==> config.mk <==
export PLATFORM = sky130hd
export DESIGN_NAME = p5g_top
export DESIGN_NICKNAME = d
export VERILOG_FILES = /design/src/verilog/p5g_pkg.sv /design/src/verilog/p5g_cfg_reg.sv /design/src/verilog/p5g_pin_cell.sv /design/src/verilog/p5g_top.sv
export SDC_FILE = /design/constraint.sdc
export NUM_CORES = 1
export LEC_CHECK = 0
export BUFFER_PORTS_ARGS = -buffer_cell sky130_fd_sc_hd__buf_2
export CORE_UTILIZATION = 45
export CTS_CLUSTER_DIAMETER = 120
export DETAILED_ROUTE_END_ITERATION = 8
export PLACE_DENSITY = 0.87
export SLEW_MARGIN = 0
export SYNTH_ARGS = -nofsm -noshare
export SYNTH_HDL_FRONTEND = slang
export SYNTH_SLANG_ARGS = --single-unit
==> constraint.sdc <==
create_clock -name pclk -period 1.3 [get_ports pclk]
set_input_delay 0 -clock pclk [delete_from_list [all_inputs] [get_ports pclk]]
set_output_delay 0 -clock pclk [all_outputs]
set_load 0.02 [all_outputs]
==> src/verilog/p5g_pkg.sv <==
package p5g_pkg;

    // Number of configurable pins on the port
    localparam int unsigned PIN_CNT = 6;

    // Register indices (byte address is four times the index)
    localparam logic [7:0] PORT5_PIN0_CONFIG_IDX = 8'h3F;
    localparam logic [7:0] PORT5_PIN1_CONFIG_IDX = 8'h40;
    localparam logic [7:0] PORT5_PIN2_CONFIG_IDX = 8'h41;
    localparam logic [7:0] PORT5_PIN3_CONFIG_IDX = 8'h42;
    localparam logic [7:0] PORT5_PIN4_CONFIG_IDX = 8'h43;
    localparam logic [7:0] PORT5_PIN5_CONFIG_IDX = 8'h44;

    // Legacy interrupt line reached by each pin
    localparam logic [3:0] PORT5_PIN0_IRQ = 4'h3;
    localparam logic [3:0] PORT5_PIN1_IRQ = 4'h4;
    localparam logic [3:0] PORT5_PIN2_IRQ = 4'h5;
    localparam logic [3:0] PORT5_PIN3_IRQ = 4'h7;
    localparam logic [3:0] PORT5_PIN4_IRQ = 4'h9;
    localparam logic [3:0] PORT5_PIN5_IRQ = 4'hA;

    // Tables indexed by pin number
    localparam logic [PIN_CNT-1:0][7:0] PIN_REG_IDX = {
        PORT5_PIN5_CONFIG_IDX, PORT5_PIN4_CONFIG_IDX, PORT5_PIN3_CONFIG_IDX,
        PORT5_PIN2_CONFIG_IDX, PORT5_PIN1_CONFIG_IDX, PORT5_PIN0_CONFIG_IDX};
    localparam logic [PIN_CNT-1:0][3:0] PIN_IRQ_NUM = {
        PORT5_PIN5_IRQ, PORT5_PIN4_IRQ, PORT5_PIN3_IRQ,
        PORT5_PIN2_IRQ, PORT5_PIN1_IRQ, PORT5_PIN0_IRQ};

    // Field layout of a pin register, low bit first
    localparam int unsigned CFG_DIR_BIT = 0;
    localparam int unsigned CFG_INV_BIT = 1;
    localparam int unsigned CFG_SEL_LSB = 2;
    localparam int unsigned CFG_OD_BIT  = 7;

    // Values after reset and writable bits
    localparam logic [7:0] CFG_RESET = 8'h01;
    localparam logic [7:0] CFG_WMASK = 8'h8F;

    // Function select codes
    localparam logic [1:0] SEL_GPIO = 2'h0;
    localparam logic [1:0] SEL_IRQ  = 2'h2;

    // Pin number that marks a missed decode
    localparam logic [2:0] NO_PIN = 3'h7;

    // Width of the legacy interrupt vector
    localparam int unsigned IRQ_W = 16;

    // One pin register
    typedef struct packed {
        logic       od;   // Open-drain driver when set
        logic [2:0] rsv;  // Always zero
        logic [1:0] sel;  // Function select
        logic       inv;  // Polarity inversion
        logic       dir;  // One means input
    } p5g_cfg_t;

    // Pad drive pair
    typedef struct packed {
        logic val;  // Level driven
        logic oe;   // High while driving
    } p5g_pad_t;

endpackage

==> src/verilog/p5g_cfg_reg.sv <==
`timescale 1ns/1ps
module p5g_cfg_reg (
    // Clock and reset
    input  wire logic              pclk,
    input  wire logic              presetn,
    // Write port
    input  wire logic              wr_en,
    input  wire logic [7:0]        wdata,
    // Stored configuration
    output p5g_pkg::p5g_cfg_t      cfg
);

    // Register image
    logic [7:0] cfg_r;
    logic [7:0] cfg_nxt;

    // Reserved bits are masked off so they never store a one
    always_comb
    begin
        cfg_nxt = cfg_r;
        if (wr_en)
        begin
            cfg_nxt = wdata & p5g_pkg::CFG_WMASK;
        end
    end

    // Loads the idle input setting on reset
    always_ff @(posedge pclk or negedge presetn)
    begin
        if (!presetn)
        begin
            cfg_r <= p5g_pkg::CFG_RESET;
        end
        else
        begin
            cfg_r <= cfg_nxt;
        end
    end

    assign cfg = p5g_pkg::p5g_cfg_t'(cfg_r);

endmodule

==> src/verilog/p5g_pin_cell.sv <==
`timescale 1ns/1ps
module p5g_pin_cell (
    // Clock and reset
    input  wire logic              pclk,
    input  wire logic              presetn,
    // Configuration
    input  wire p5g_pkg::p5g_cfg_t cfg,
    // Board pad
    input  wire logic              pin_in,
    output logic                   pin_out,
    output logic                   pin_oe,
    // Core side
    input  wire logic              drive_val,
    input  wire logic              irq_src,
    output logic                   in_val,
    output logic                   irq_out
);

    // Synchroniser stages
    logic             meta_r;
    logic             sync_r;
    // Registered outputs
    p5g_pkg::p5g_pad_t pad_r;
    logic             in_val_r;
    logic             irq_out_r;
    // Decoded mode
    logic             irq_mode;
    logic             drv_lvl;

    // Pad level is asynchronous, two flops before use
    always_ff @(posedge pclk or negedge presetn)
    begin
        if (!presetn)
        begin
            meta_r <= 1'b0;
            sync_r <= 1'b0;
        end
        else
        begin
            meta_r <= pin_in;
            sync_r <= meta_r;
        end
    end

    // Reserved codes fall back to plain I/O
    always_comb
    begin
        irq_mode = (cfg.sel == p5g_pkg::SEL_IRQ);
        drv_lvl  = (irq_mode ? irq_src : drive_val) ^ cfg.inv;
    end

    // Driver: open drain only ever pulls low
    always_ff @(posedge pclk or negedge presetn)
    begin
        if (!presetn)
        begin
            pad_r <= '0;
        end
        else if (cfg.dir)
        begin
            pad_r <= '0;
        end
        else if (cfg.od)
        begin
            pad_r.val <= 1'b0;
            pad_r.oe  <= ~drv_lvl;
        end
        else
        begin
            pad_r.val <= drv_lvl;
            pad_r.oe  <= 1'b1;
        end
    end

    // Input path and interrupt forwarding
    always_ff @(posedge pclk or negedge presetn)
    begin
        if (!presetn)
        begin
            in_val_r  <= 1'b0;
            irq_out_r <= 1'b0;
        end
        else
        begin
            in_val_r  <= sync_r ^ cfg.inv;
            irq_out_r <= irq_mode & cfg.dir & (sync_r ^ cfg.inv);
        end
    end

    assign pin_out = pad_r.val;
    assign pin_oe  = pad_r.oe;
    assign in_val  = in_val_r;
    assign irq_out = irq_out_r;

endmodule

==> src/verilog/p5g_top.sv <==
`timescale 1ns/1ps
module p5g_top #(
    parameter int unsigned ADDR_W = 12
) (
    // Clock and standby power-on reset
    input  wire logic                        pclk,
    input  wire logic                        presetn,
    // APB slave
    input  wire logic                        psel,
    input  wire logic                        penable,
    input  wire logic                        pwrite,
    input  wire logic [ADDR_W-1:0]           paddr,
    input  wire logic [31:0]                 pwdata,
    input  wire logic [3:0]                  pstrb,
    output logic [31:0]                      prdata,
    output logic                             pready,
    output logic                             pslverr,
    // Board pins
    input  wire logic [p5g_pkg::PIN_CNT-1:0] pin_in,
    output logic [p5g_pkg::PIN_CNT-1:0]      pin_out,
    output logic [p5g_pkg::PIN_CNT-1:0]      pin_oe,
    // Port data path
    input  wire logic [p5g_pkg::PIN_CNT-1:0] gpio_drive,
    output logic [p5g_pkg::PIN_CNT-1:0]      gpio_in,
    // Legacy interrupt lines, indexed by line number
    input  wire logic [p5g_pkg::IRQ_W-1:0]   irq_src,
    output logic [p5g_pkg::IRQ_W-1:0]        irq_line
);

    localparam int unsigned N = p5g_pkg::PIN_CNT;

    // Per-pin configuration
    p5g_pkg::p5g_cfg_t          cfg_q [N];
    // Per-pin write strobes
    logic [N-1:0]               wr_en;
    // Forwarded interrupt per pin
    logic [N-1:0]               irq_pin;
    // Decoded pin of the current address
    logic [2:0]                 hit_pin;
    logic                       hit;
    // Bus phases
    logic                       setup_ph;
    logic                       access_ph;
    // Read data register
    logic [31:0]                prdata_r;
    logic [31:0]                prdata_nxt;
    // Cycles since reset release, saturating, for checks only
    logic [1:0]                 live_cnt_r;

    // Maps a byte address to a pin, NO_PIN on a miss
    function automatic logic [2:0] addr_pin(input logic [ADDR_W-1:0] a);
        logic [2:0] p;
        p = p5g_pkg::NO_PIN;
        for (int i = 0; i < N; i++)
        begin
            if (a == ADDR_W'({p5g_pkg::PIN_REG_IDX[i], 2'b00}))
            begin
                p = 3'(i);
            end
        end
        return p;
    endfunction

    // Phase decode
    always_comb
    begin
        setup_ph  = psel & ~penable;
        access_ph = psel & penable;
        hit_pin   = addr_pin(paddr);
        hit       = (hit_pin != p5g_pkg::NO_PIN);
    end

    // Zero wait states: the access phase always ends at once
    assign pready  = access_ph;
    // Only the six pin registers exist; anything else errors
    assign pslverr = access_ph & ~hit;

    // Read data is captured in setup so it comes from a flop
    always_comb
    begin
        prdata_nxt = prdata_r;
        if (setup_ph && !pwrite)
        begin
            prdata_nxt = '0;
            if (hit)
            begin
                prdata_nxt = {24'h0000_00, cfg_q[hit_pin]};
            end
        end
    end

    // Read data register
    always_ff @(posedge pclk or negedge presetn)
    begin
        if (!presetn)
        begin
            prdata_r <= '0;
        end
        else
        begin
            prdata_r <= prdata_nxt;
        end
    end

    assign prdata = prdata_r;

    // Helper counter for checks after reset release
    always_ff @(posedge pclk or negedge presetn)
    begin
        if (!presetn)
        begin
            live_cnt_r <= '0;
        end
        else if (live_cnt_r != 2'h3)
        begin
            live_cnt_r <= live_cnt_r + 2'h1;
        end
    end

    // One register and one pad cell per pin
    genvar g;
    generate
        for (g = 0; g < N; g++)
        begin : g_pin
            // Write lands only at the completing access edge, low lane
            assign wr_en[g] = access_ph & pwrite & pstrb[0] & (hit_pin == 3'(g));

            // Configuration register
            p5g_cfg_reg u_reg (
                .pclk    (pclk),
                .presetn (presetn),
                .wr_en   (wr_en[g]),
                .wdata   (pwdata[7:0]),
                .cfg     (cfg_q[g])
            );

            // Pad logic, interrupt source picked by line number
            p5g_pin_cell u_cell (
                .pclk      (pclk),
                .presetn   (presetn),
                .cfg       (cfg_q[g]),
                .pin_in    (pin_in[g]),
                .pin_out   (pin_out[g]),
                .pin_oe    (pin_oe[g]),
                .drive_val (gpio_drive[g]),
                .irq_src   (irq_src[p5g_pkg::PIN_IRQ_NUM[g]]),
                .in_val    (gpio_in[g]),
                .irq_out   (irq_pin[g])
            );

            // Input direction never drives the pad
            dir_input_a : assert property (
                @(posedge pclk) disable iff (!presetn)
                cfg_q[g].dir |=> !pin_oe[g])
            else $error("pin driven while configured as input");

            // Polarity relation over sync and output flops
            polarity_path_a : assert property (
                @(posedge pclk) disable iff (!presetn)
                (live_cnt_r == 2'h3) && $stable(cfg_q[g].inv)
                |-> gpio_in[g] == ($past(pin_in[g], 3) ^ cfg_q[g].inv))
            else $error("input value does not follow pin and polarity");

            // Non-interrupt codes keep the line quiet
            irq_quiet_a : assert property (
                @(posedge pclk) disable iff (!presetn)
                (cfg_q[g].sel != p5g_pkg::SEL_IRQ) |=> !irq_line[p5g_pkg::PIN_IRQ_NUM[g]])
            else $error("interrupt line active outside interrupt select");

            // Open drain never drives a high level
            open_drain_a : assert property (
                @(posedge pclk) disable iff (!presetn)
                (cfg_q[g].od && !cfg_q[g].dir) |=> (!pin_out[g]))
            else $error("open-drain output drove high");

            // Push-pull output always drives
            push_pull_a : assert property (
                @(posedge pclk) disable iff (!presetn)
                (!cfg_q[g].od && !cfg_q[g].dir) |=> pin_oe[g] && (pin_out[g] ==
                    ($past(cfg_q[g].sel == p5g_pkg::SEL_IRQ) ?
                     $past(irq_src[p5g_pkg::PIN_IRQ_NUM[g]]) : $past(gpio_drive[g])) ^ $past(cfg_q[g].inv)))
            else $error("push-pull output level wrong");

            // Write to the pin index updates the register next cycle
            write_hit_a : assert property (
                @(posedge pclk) disable iff (!presetn)
                access_ph && pwrite && pstrb[0] && (paddr == ADDR_W'({p5g_pkg::PIN_REG_IDX[g], 2'b00}))
                |=> cfg_q[g] == ($past(pwdata[7:0]) & p5g_pkg::CFG_WMASK))
            else $error("pin register not written at its index");

            // Reserved field stays clear
            rsv_zero_a : assert property (
                @(posedge pclk) disable iff (!presetn)
                cfg_q[g].rsv == 3'h0)
            else $error("reserved bits hold a one");

            // Reset value seen right after release
            reset_value_a : assert property (
                @(posedge pclk) disable iff (!presetn)
                (live_cnt_r == 2'h0) |-> cfg_q[g] == p5g_pkg::CFG_RESET)
            else $error("pin register not at reset value after reset");

            // Writes elsewhere leave this register alone, catches decode aliasing
            write_miss_a : assert property (
                @(posedge pclk) disable iff (!presetn)
                !(access_ph && pwrite && pstrb[0] && (paddr == ADDR_W'({p5g_pkg::PIN_REG_IDX[g], 2'b00})))
                |=> $stable(cfg_q[g]))
            else $error("pin register changed without a write to its index");

            // Input direction never drives a level either
            input_low_a : assert property (
                @(posedge pclk) disable iff (!presetn)
                cfg_q[g].dir |=> !pin_out[g])
            else $error("pin output level set while configured as input");

            // Open drain releases on a high level and pulls on a low one
            drain_enable_a : assert property (
                @(posedge pclk) disable iff (!presetn)
                (cfg_q[g].od && !cfg_q[g].dir) |=> pin_oe[g] != (($past(cfg_q[g].sel == p5g_pkg::SEL_IRQ) ?
                    $past(irq_src[p5g_pkg::PIN_IRQ_NUM[g]]) : $past(gpio_drive[g])) ^ $past(cfg_q[g].inv)))
            else $error("open-drain enable does not follow the level");

            // Output direction never forwards onto the interrupt line
            irq_output_a : assert property (
                @(posedge pclk) disable iff (!presetn)
                !cfg_q[g].dir |=> !irq_line[p5g_pkg::PIN_IRQ_NUM[g]])
            else $error("interrupt line active on an output pin");
        end
    endgenerate

    // Place each pin's interrupt onto its fixed legacy line
    always_comb
    begin
        irq_line = '0;
        for (int i = 0; i < N; i++)
        begin
            irq_line[p5g_pkg::PIN_IRQ_NUM[i]] = irq_pin[i];
        end
    end

    // Pin 4 input forwarded onto line 9
    irq_forward_a : assert property (
        @(posedge pclk) disable iff (!presetn)
        (live_cnt_r == 2'h3) && cfg_q[4].dir && (cfg_q[4].sel == p5g_pkg::SEL_IRQ)
        && $stable(cfg_q[4])
        |-> irq_line[p5g_pkg::PORT5_PIN4_IRQ] == ($past(pin_in[4], 3) ^ cfg_q[4].inv))
    else $error("interrupt line does not follow its pin");

    // Pin 0 input forwarded onto line 3
    pin0_forward_a : assert property (
        @(posedge pclk) disable iff (!presetn)
        (live_cnt_r == 2'h3) && cfg_q[0].dir && (cfg_q[0].sel == p5g_pkg::SEL_IRQ)
        && $stable(cfg_q[0])
        |-> irq_line[p5g_pkg::PORT5_PIN0_IRQ] == ($past(pin_in[0], 3) ^ cfg_q[0].inv))
    else $error("line 3 does not follow pin 0");

    // Pin 5 input forwarded onto line 10
    pin5_forward_a : assert property (
        @(posedge pclk) disable iff (!presetn)
        (live_cnt_r == 2'h3) && cfg_q[5].dir && (cfg_q[5].sel == p5g_pkg::SEL_IRQ)
        && $stable(cfg_q[5])
        |-> irq_line[p5g_pkg::PORT5_PIN5_IRQ] == ($past(pin_in[5], 3) ^ cfg_q[5].inv))
    else $error("line 10 does not follow pin 5");

    // Unmapped access answers with an error, mapped one without
    // Judged from the raw address range, not from the decode function
    slave_error_a : assert property (
        @(posedge pclk) disable iff (!presetn)
        access_ph |-> pready && (pslverr == !((paddr[1:0] == 2'b00)
            && (paddr[ADDR_W-1:2] >= (ADDR_W-2)'(p5g_pkg::PORT5_PIN0_CONFIG_IDX))
            && (paddr[ADDR_W-1:2] <= (ADDR_W-2)'(p5g_pkg::PORT5_PIN5_CONFIG_IDX)))))
    else $error("bus error response wrong");

    // Error response only inside a completing access
    error_gate_a : assert property (
        @(posedge pclk) disable iff (!presetn)
        pslverr |-> pready && psel && penable)
    else $error("error response outside an access");

    // Read data never carries reserved or unused bits
    read_reserved_a : assert property (
        @(posedge pclk) disable iff (!presetn)
        (prdata[31:8] == 24'h0000_00) && (prdata[6:4] == 3'h0))
    else $error("read data holds a reserved bit");

    // Read data in access phase shows the addressed register
    read_back_a : assert property (
        @(posedge pclk) disable iff (!presetn)
        $past(setup_ph) && access_ph && !pwrite && hit
        |-> prdata == {24'h0000_00, cfg_q[hit_pin]})
    else $error("read data does not match register");

    // Lines with no pin behind them stay low
    unused_line_a : assert property (
        @(posedge pclk) disable iff (!presetn)
        (irq_line & 16'hF947) == 16'h0000)
    else $error("unmapped interrupt line active");

endmodule

==> results of run 1 <==
[critical path, delay by kind of cell]
family	cells	cell delay, ns
mux	1	0.38
buf+inv	1	0.09
simple gates	4	1.20
[synthesized netlist by cell type, types with 2 or more instances]
library cell	instances
dfrtp_1	65
buf_4	61
mux2_2	25
a21oi_1	14
nor2b_1	13
o21ai_0	11
nor2_1	10
inv_1	8
and3_1	6
dfstp_2	6
mux2i_1	6
nor3b_1	6
xnor2_1	6
xor2_1	6
a2bb2oi_1	5
mux2_4	5
o21a_1	5
o22ai_1	5
a32oi_1	4
clkbuf_1	4
nand2_1	4
nand2b_1	2
nand3b_1	2
nand4_1	2
nor3_1	2
[through the flow]
stage	setup slack (ns)	hold WS, ns	instances	setup TNS [ns]
global route	-0.167	0.0157	511	-2.47
floorplan	-0.343	-0.296	340	-7.93
global placement	-0.517	-0.0373	479	-13.72
CTS	-0.117	0.0124	503	-1.41
detailed placement	-0.555	-0.0337	479	-14.61
finish	-0.138	0.0272	511	-1.80
[power breakdown]
part           total [mW]  switching, mW  leakage [nW]  internal (mW)
sequential           2.29         0.0219         0.875           2.27
clock                1.88          0.804         0.102           1.07
combinational       0.586          0.373          1.22          0.213
total                4.75           1.20          2.20           3.55
[cells by family after synthesis]
| kind of cell | after synthesis | share of synthesized area (%) |
|---|---|---|
| AND/OR/NAND/NOR | 61 | 11.4 |
| multiplexers | 36 | 11.8 |
| buffers and inverters | 75 | 14.7 |
| XOR/XNOR | 12 | 2.97 |
| other | 1 | 0.106 |
| AO/OA/AOI/OAI | 48 | 8.60 |
| flip-flops | 71 | 50.5 |
[layout make-up]
class                   count  share of cell area (%)
flip-flops and latches     71                    39.2
multi-input cells         194                    34.9
repair buffers            122                    17.8
clock buffers              10                    2.81
well taps                  99                    2.72
clock inverters             6                    1.87
inverters                   8                   0.660
diodes                      1                  0.0550
[state kept, by name (all words and copies together) (netlist names)]
| register | flops |
|---|---|
| prdata | 5 |
| g_pin.u_cell.pin_out | 6 |
| g_pin.u_cell.in_val | 6 |
| g_pin.u_cell.meta_r | 6 |
| g_pin.u_reg.cfg | 30 |
| g_pin.u_cell.sync_r | 6 |
| g_pin.u_cell.irq_out | 6 |
| g_pin.u_cell.pin_oe | 6 |
[timing repair]
item / CTS / global route
pin swaps: 5 / 14
endpoints found under the hold margin: 71 / 0
endpoints found under the setup margin: 28 / 37
gates resized for setup: 18 / 30
buffers inserted: 1 / 9
hold buffers: 7 / 0
[layer usage]
metal	vias to the layer above	wire (µm)	part of all wire (%)	GRT usage (%)
met5	-	0	0	0
met4	0	216	2.7	8.74
met3	17	417	5.2	5.56
met2	103	4000	50	31.2
met1	1219	3310	42	23.7
li1	1164	-	-	-
[how the worst max path moves through the flow]
stage	endpoint	slack (ns)
after global routing	g_pin[3].u_reg.cfg[2]	-0.17
after CTS	g_pin[3].u_reg.cfg[2]	-0.12
after global placement	g_pin[5].u_reg.cfg[7]	-0.52
final	g_pin[3].u_reg.cfg[2]	-0.14
after floorplan	g_pin[5].u_reg.cfg[1]	-0.34
after detailed placement	g_pin[5].u_reg.cfg[1]	-0.55
==> metrics.cfg, run 1 <==
[outcome]
outcome=finished with violations
violations=negative setup slack

[logic_synthesis]
syn-cell-area_um2=3530
syn_area_per_cell_um2=11.6
synthCells=304
synth_top_area_share_pct=46.0
synth_area_leaders=dfrtp_1 46%, buf_4 13%, mux2_2 8.0%
synthArstFlopShare_pct=100
ys_types=46
ys_seq_area_share_pct=50.5
ys.flop_type=dfrtp_1
synth-seq-cells=71
ys.warnings.count=0
synth_edf_count=0
synth_top_area_cell=dfrtp_1

[timing]
finalSetupViolCount=21
fin_crit_ns=1.44
setup_ws_ns=-0.138
max_freq_mhz=695
finClkSkew_ns=0.00709
hold_viol=0
final-max-slew-violation-count=0
rsz0062_at_grt=true
post-route-period-util_pct=111

[route]
vias_per_cell=4.90
antenna_left=0
vias=2503
wl_um=7950
dr.pass1.iters=4
drt-initial-drc-count=156
wl_per_cell_um=15.5
drc=0

[cts]
cts_made_buffers=9
root_buffer=clkbuf_8
clk-insertion-delay-late_ns=0.35
clk_path_buf_depth=2
cts_tree=yes
cts_sinks=71
htreeDepth=3
path_clk_slew_ns=0.07

[flow_run]
drv_cap=0

[critical_path]
slowest_stage=or4b_4
ff2ff_setup_slack_ns=0.03
cp_max_fo=5
cp-end-kind=flop
crit_required_ns=1.53
timing.rr.end=prdata[0]
cp.arrival_ns=1.67
cp-start-kind=input pin
rr_startpoint=g_pin[0].u_reg.cfg[0]
path_cells=buf_6, or4b_4, nor2_4, nand3b_1, nor2b_2, mux2_2
max_stage_delay_ns=0.55
cp-startpoint=paddr[5]
rr_worst_depth=3
critPathKind=in2reg

[min_path]
hold_start=pwdata[3]
min_to=g_pin[2].u_reg.cfg[3]
hold_class=in2reg
hold_depth=2

[cells_and_area]
final_cell_mix=69 x buf_2, 65 x dfrtp_1, 38 x buf_4, 37 x conb_1, 16 x mux2_4
drive_gt1_share_pct=50.1
syn_to_final_growth_pct=28.6
multi_input_area_um2=1590
fin_nets=487
post-route-util_pct=61.4
final_cell_area_um2=4550
regArea_um2=1780
fill_cells=598
final_common_cell=buf_2

[power_and_ir_drop]
ir_drop_uv=1040
total_power_mw=4.75
leakagePower_nw=2.20
power_density_nw_per_um2=1040

[floorplanning]
num_rows=31
die_width_um=90.6
core_um2=7410
io_pins=149
dieArea_um2=8210
start_util_pct=47.7
die_h_um=90.6

[global_route]
grt_max_degree=32
grt_pass1_vias=2359
antenna_found_initial=1
grt.total_usage_pct=19.2
grt_pass1_wl_um=12000
grt.overflow.total=0

[place]
placed_cell_area_um2=4000
hpwlAfterDp_um=5520
port_buffers=71
routabilityCongestion=0.944

(Power assumes the default switching activity.)
==> run 2: changes to the inputs <==
- SETUP_SLACK_MARGIN: unset -> 0.15
==> run 2 against run 1 <==
The flow still finishes with violations (negative setup slack). Clock skew up 0.0037 ns. Global-route usage up 1.6 points. Critical path depth up 1. Cell area up 6.1%. Fmax down 1.3%. Combinational power up 6.7%. Flip-flop and latch count unchanged. Utilization up 3.7 points.
==> metrics.cfg, run 2 (same netlist as run 1, synthesis figures left out) <==
[min_path]
hold_class=in2reg

[flow_run]
drv_cap=0

[cts]
htreeDepth=3
clk_path_buf_depth=2
root_buffer=clkbuf_8
clk-insertion-delay-late_ns=0.35
cts_made_buffers=9
cts_tree=yes
path_clk_slew_ns=0.08
cts_sinks=71

[critical_path]
cp.arrival_ns=1.70
crit_required_ns=1.54
slowest_stage=or4b_4
cp_max_fo=5
cp-end-kind=flop
path_cells=buf_6, or4b_4, nor2_4, nand3b_1, buf_4, nor2b_4, mux2_2
path_buf_inv=2
max_stage_delay_ns=0.56
crit_family=simple AND/OR/NAND/NOR gates
critPathKind=in2reg
cp-start-kind=input pin

[power_and_ir_drop]
swShare_pct=25.5
pwr-share-clk_pct=40.1
pwr-share-seq_pct=47.1
ir_drop_uv=501
leakagePower_nw=2.32
p_comb_share_pct=12.9
p_int_mw=3.62
switchingPower_mw=1.24
power_density_nw_per_um2=1010

[route]
drc=0
wl_um=8600
antenna_left=0
wl_per_cell_um=16.4
vias_per_cell=5.03
vias=2631
drt-initial-drc-count=113
dr.pass1.iters=4

[timing]
hold_viol=0
final-max-slew-violation-count=0
max_freq_mhz=686
fin_tns_setup_ns=-2.32
post-route-period-util_pct=112
rsz0062_at_grt=true
finClkSkew_ns=0.0108
setup_ws_ns=-0.157
fin_crit_ns=1.46
whs_ns=0.0484
finalSetupViolCount=25

[floorplanning]
num_rows=31
die_width_um=90.6
die_h_um=90.6
io_pins=149
core_um2=7410
dieArea_um2=8210
start_util_pct=47.7

[cells_and_area]
final_cell_mix=67 x buf_2, 65 x dfrtp_1, 45 x buf_4, 37 x conb_1, 26 x mux2_4
drive_gt1_share_pct=54.0
num_antenna_cells=0
fin_nets=500
largest_reg_flops=30
final_common_cell=buf_2
fill_cells=538
syn_to_final_growth_pct=36.5

[place]
routabilityCongestion=0.945
port_buffers=71
hpwlAfterDp_um=5380

[global_route]
grt_pass1_vias=2546
grt.total_usage_pct=20.8
grt_pass1_wl_um=13100
grt.overflow.total=0
antenna_found_initial=0
grt_max_degree=72

[outcome]
violations=negative setup slack
outcome=finished with violations

## run 2: cell types whose count changed in the layout (fill, tap and decap cells not counted), sizes merged
cell and change:
diode -1, clkinvlp -2, buf +13, clkinv +2
## run 2: metrics by stage
| stage | power, mW | worst slack, ns | std cells | utilization, % | instance area (µm²) |
|---|---|---|---|---|---|
| after floorplan | 2.72 | -0.343 | 340 | - | 3710 |
| after global placement | 2.84 | -0.513 | 480 | 53.9 | 4000 |
| after detailed placement | 2.86 | -0.535 | 480 | 53.9 | 4000 |
| after CTS | 4.85 | -0.101 | 513 | 63.6 | 4710 |
| after global routing | 5.03 | -0.178 | 523 | 65.1 | 4820 |
| final | 4.86 | -0.157 | 523 | 65.1 | 4820 |
## run 2: worst paths after layout
path	start	end	slack, ns	cells past startpoint
setup / recovery	paddr[5]	g_pin[3].u_reg.cfg[2]	-0.16	7
hold / removal	pwdata[1]	g_pin[4].u_reg.cfg[1]	0.05	2
setup reg to reg	g_pin[4].u_reg.cfg[2]	prdata[2]	-0.03	5
hold reg to reg	g_pin[5].u_cell.meta_r	g_pin[5].u_cell.sync_r	0.34	0
max in group asynchronous	presetn	g_pin[0].u_reg.cfg[0]	0.76	3
min in group asynchronous	presetn	prdata[1]	0.21	3
## run 2: layout make-up
cell class | count | area [µm²] | area share (%)
Clock buffer | 10 | 138 | 2.85
Timing Repair Buffer | 135 | 941 | 19.5
Clock inverter | 6 | 83.8 | 1.74
Tap cell | 99 | 124 | 2.57
Multi-Input combinational cell | 194 | 1720 | 35.7
Sequential cell | 71 | 1780 | 37.0
Inverter | 8 | 30.0 | 0.623
## run 2: worst reg2reg max path, delay by kind of cell, from the launching register on
family,cells,cell delay [ns]
DFF,1,0.41
AOI/OAI and AO/OA,4,0.63
and+or+nand+nor,1,0.19
## run 2: power by group through the flow
| stage | registers (mW) | logic, mW | clock network (mW) |
|---|---|---|---|
| 5_1_grt | 2.30 | 0.671 | 2.06 |
| 6_report | 2.29 | 0.625 | 1.95 |
| 4_1_cts | 2.29 | 0.593 | 1.97 |
| 3_3_place_gp | 2.33 | 0.515 | 0 |
| 3_5_place_dp | 2.33 | 0.527 | 0 |
| 2_1_floorplan | 2.35 | 0.371 | 0 |
## run 2: per-layer routing
metal  global-route usage [%]  up-vias  wire length, µm
met5                        0        -                0
met4                     8.06        0              342
met3                     5.47       32              532
met2                     33.5      129             4120
met1                     26.8     1286             3610
li1                         -     1184                -
## run 2: timing repair
| action | CTS | global route |
|---|---|---|
| pin swaps | 31 | 15 |
| hold endpoints to repair | 77 | 0 |
| endpoints found under the setup margin | 48 | 48 |
| hold buffers | 7 | 0 |
| gates resized for setup | 77 | 12 |
| setup buffers | 10 | 10 |
==> run 3: changes to the inputs <==
- ABC_AREA: unset -> 1
- PLACE_DENSITY: 0.87 -> 0.86
==> run 3 against run 2 <==
The flow now finishes without violations. Global-route usage down 1.4 points. Die area up 8.8%. Worst setup slack better by 0.21 ns. Cell area up 3.7%. Area after synthesis up 9.0%. Count of clock-buffer cells in the layout up 3. Register-to-register slack better by 0.08 ns. Total power down 6.9%. Routed wire length up 3.1%. Sequential share of layout area down 1.3 points. Largest power group unchanged.
==> metrics.cfg, run 3 <==
[cells_and_area]
drive_gt1_share_pct=40.1
largest_reg_flops=30
num_antenna_cells=0
fin_nets=645
fill_cells=709
syn_to_final_growth_pct=29.9
instances_no_fill=674
post-route-util_pct=60.6
final_cell_mix=96 x nand2_1, 70 x buf_2, 65 x dfrtp_1, 46 x buf_4, 37 x conb_1
final_common_cell=nand2_1

[logic_synthesis]
synthCells=437
ys_types=26
synth_top_area_share_pct=42.2
synthArstFlopShare_pct=100
yosysMostFrequentCell=nand2_1
synth_edf_count=0
syn_area_per_cell_um2=8.82
synth-seq-cells=71
ys.flop_type=dfrtp_1
synth_area_leaders=dfrtp_1 42%, buf_4 12%, nand2_1 11%
ys.warnings.count=0
synth_top_area_cell=dfrtp_1
synth_common_cells=108 x nand2_1, 65 x dfrtp_1, 61 x buf_4, 38 x inv_1, 28 x o21ai_0
ys_seq_area_share_pct=46.3
syn-cell-area_um2=3850

[global_route]
grt_pass1_vias=2899
grt.overflow.total=0
grt_max_degree=25
grt.total_usage_pct=19.5
grt_pass1_wl_um=13100
antenna_found_initial=0

[timing]
finalSetupViolCount=0
max_freq_mhz=801
post-route-period-util_pct=96.0
setup_ws_ns=0.0516
hold_viol=0
finClkSkew_ns=0.0107
fin_crit_ns=1.25
whs_ns=0.0930
final-max-slew-violation-count=0
rsz0062_at_grt=true

[min_path]
hold_class=in2reg

[floorplanning]
core_um2=8260
dieArea_um2=8930
start_util_pct=46.7
num_rows=33
die_h_um=94.5
io_pins=149
die_width_um=94.5

[place]
hpwlAfterDp_um=5970
dp_cells=607
port_buffers=71
place_ws_ns=-0.112
routabilityCongestion=0.927

[cts]
cts_made_buffers=9
htreeDepth=3
cts_tree=yes
cts_sinks=71
path_clk_slew_ns=0.08
clk-insertion-delay-late_ns=0.34
root_buffer=clkbuf_8
clk_path_buf_depth=2

[route]
wl_um=8870
antenna_left=0
drc=0
wl_per_cell_um=13.2
vias=3221
dr.pass1.iters=4
vias_per_cell=4.78
drt-initial-drc-count=181

[critical_path]
crit_required_ns=1.56
cp-start-kind=flop
critPathKind=reg2reg
max_stage_delay_ns=0.39
path_cells=nand2_2, mux2i_1, xor2_1, nor2_1, nor2_1
cp_max_fo=2
slowest_stage=dfrtp_1
crit_family=flip-flops
cp-end-kind=flop
cpMostUsedCell=nor2_1
path_buf_inv=0
cp.arrival_ns=1.51

[outcome]
outcome=complete, no violations

[power_and_ir_drop]
power_density_nw_per_um2=905
ir_drop_uv=406
leakagePower_nw=2.66

[flow_run]
drv_cap=0

[run 3: changes by cell type after synthesis, moves of 8 or more]
cell	before	now
nand3_1	1	21
inv_1	8	38
nand2_1	4	108
a21oi_1	14	1
nor2b_1	13	0
nor2_1	10	27
o21ai_0	11	28
nand2_2	0	8
nand4_1	2	10
mux2_2	25	2
inv_2	0	8
[run 3: where the power goes]
part	switching, mW	internal [mW]
sequential	0.0120	2.25
combinational	0.327	0.171
clock	0.782	0.990
total	1.12	3.41
[run 3: logic make-up (layout without fill, tap and decap cells)]
kind of cell	Yosys count	in the layout	share of synthesized area [%]
muxes	8	8	2.14
xor gates and xnor gates	12	12	2.73
other	1	37	0.0973
DFF	71	71	46.3
and+or+nand+nor	205	206	27.7
AOI/OAI and AO/OA	29	29	3.77
buffers and inverters	111	206	17.2
[run 3: metrics by stage]
stage / setup TNS (ns) / power, mW / area [µm²]
final: 0 / 4.53 / 5000
after global routing: -0.0230 / 4.71 / 5000
after CTS: 0 / 4.52 / 4680
after detailed placement: -0.528 / 2.72 / 4190
after global placement: -0.358 / 2.71 / 4190
after floorplan: 0 / 2.64 / 3990
[run 3: timing repair]
action / 4_1_cts / 5_1_grt
gates resized for setup: 12 / 50
buffers inserted: 18 / 18
hold endpoints to repair: 82 / 0
cloned: 0 / 3
pin swaps: 13 / 28
setup endpoints to repair: 10 / 18
hold buffers: 12 / 0
[run 3: layout make-up]
type / instances / area [µm²] / share of cell area [%]
multi-input cells: 292 / 1690 / 33.7
well taps: 105 / 131 / 2.63
clock inverters: 3 / 42.5 / 0.850
inverters: 47 / 185 / 3.70
flip-flops and latches: 71 / 1780 / 35.7
repair buffers: 143 / 1010 / 20.3
clock buffers: 13 / 159 / 3.18
[run 3: routing by layer]
layer | track usage, % | part of all wire [%] | vias up
met5 | 0 | 0 | -
met4 | 9.47 | 2.3 | 0
met3 | 3.86 | 5.0 | 20
met2 | 33.9 | 54 | 121
met1 | 22.8 | 39 | 1541
li1 | - | - | 1539
[run 3: final timing paths]
kind	from	end	slack [ns]	depth (start not counted)
hold / removal	irq_src[9]	g_pin[4].u_cell.pin_out	0.09	4
max in group asynchronous	presetn	g_pin[2].u_reg.cfg[0]	0.57	3
min in group asynchronous	presetn	g_pin[1].u_cell.in_val	0.14	2
setup / recovery	g_pin[3].u_reg.cfg[3]	g_pin[3].u_cell.pin_oe	0.05	5
hold reg to reg	g_pin[4].u_cell.meta_r	g_pin[4].u_cell.sync_r	0.36	0
setup reg to reg	g_pin[3].u_reg.cfg[3]	g_pin[3].u_cell.pin_oe	0.05	5
[run 3: worst reg2reg max path, delay by kind of cell, from the launching register on]
| kind | cells | cell delay (ns) |
|---|---|---|
| XOR/XNOR | 1 | 0.22 |
| flip-flops | 1 | 0.39 |
| AND/OR/NAND/NOR | 3 | 0.33 |
| multiplexers | 1 | 0.24 |
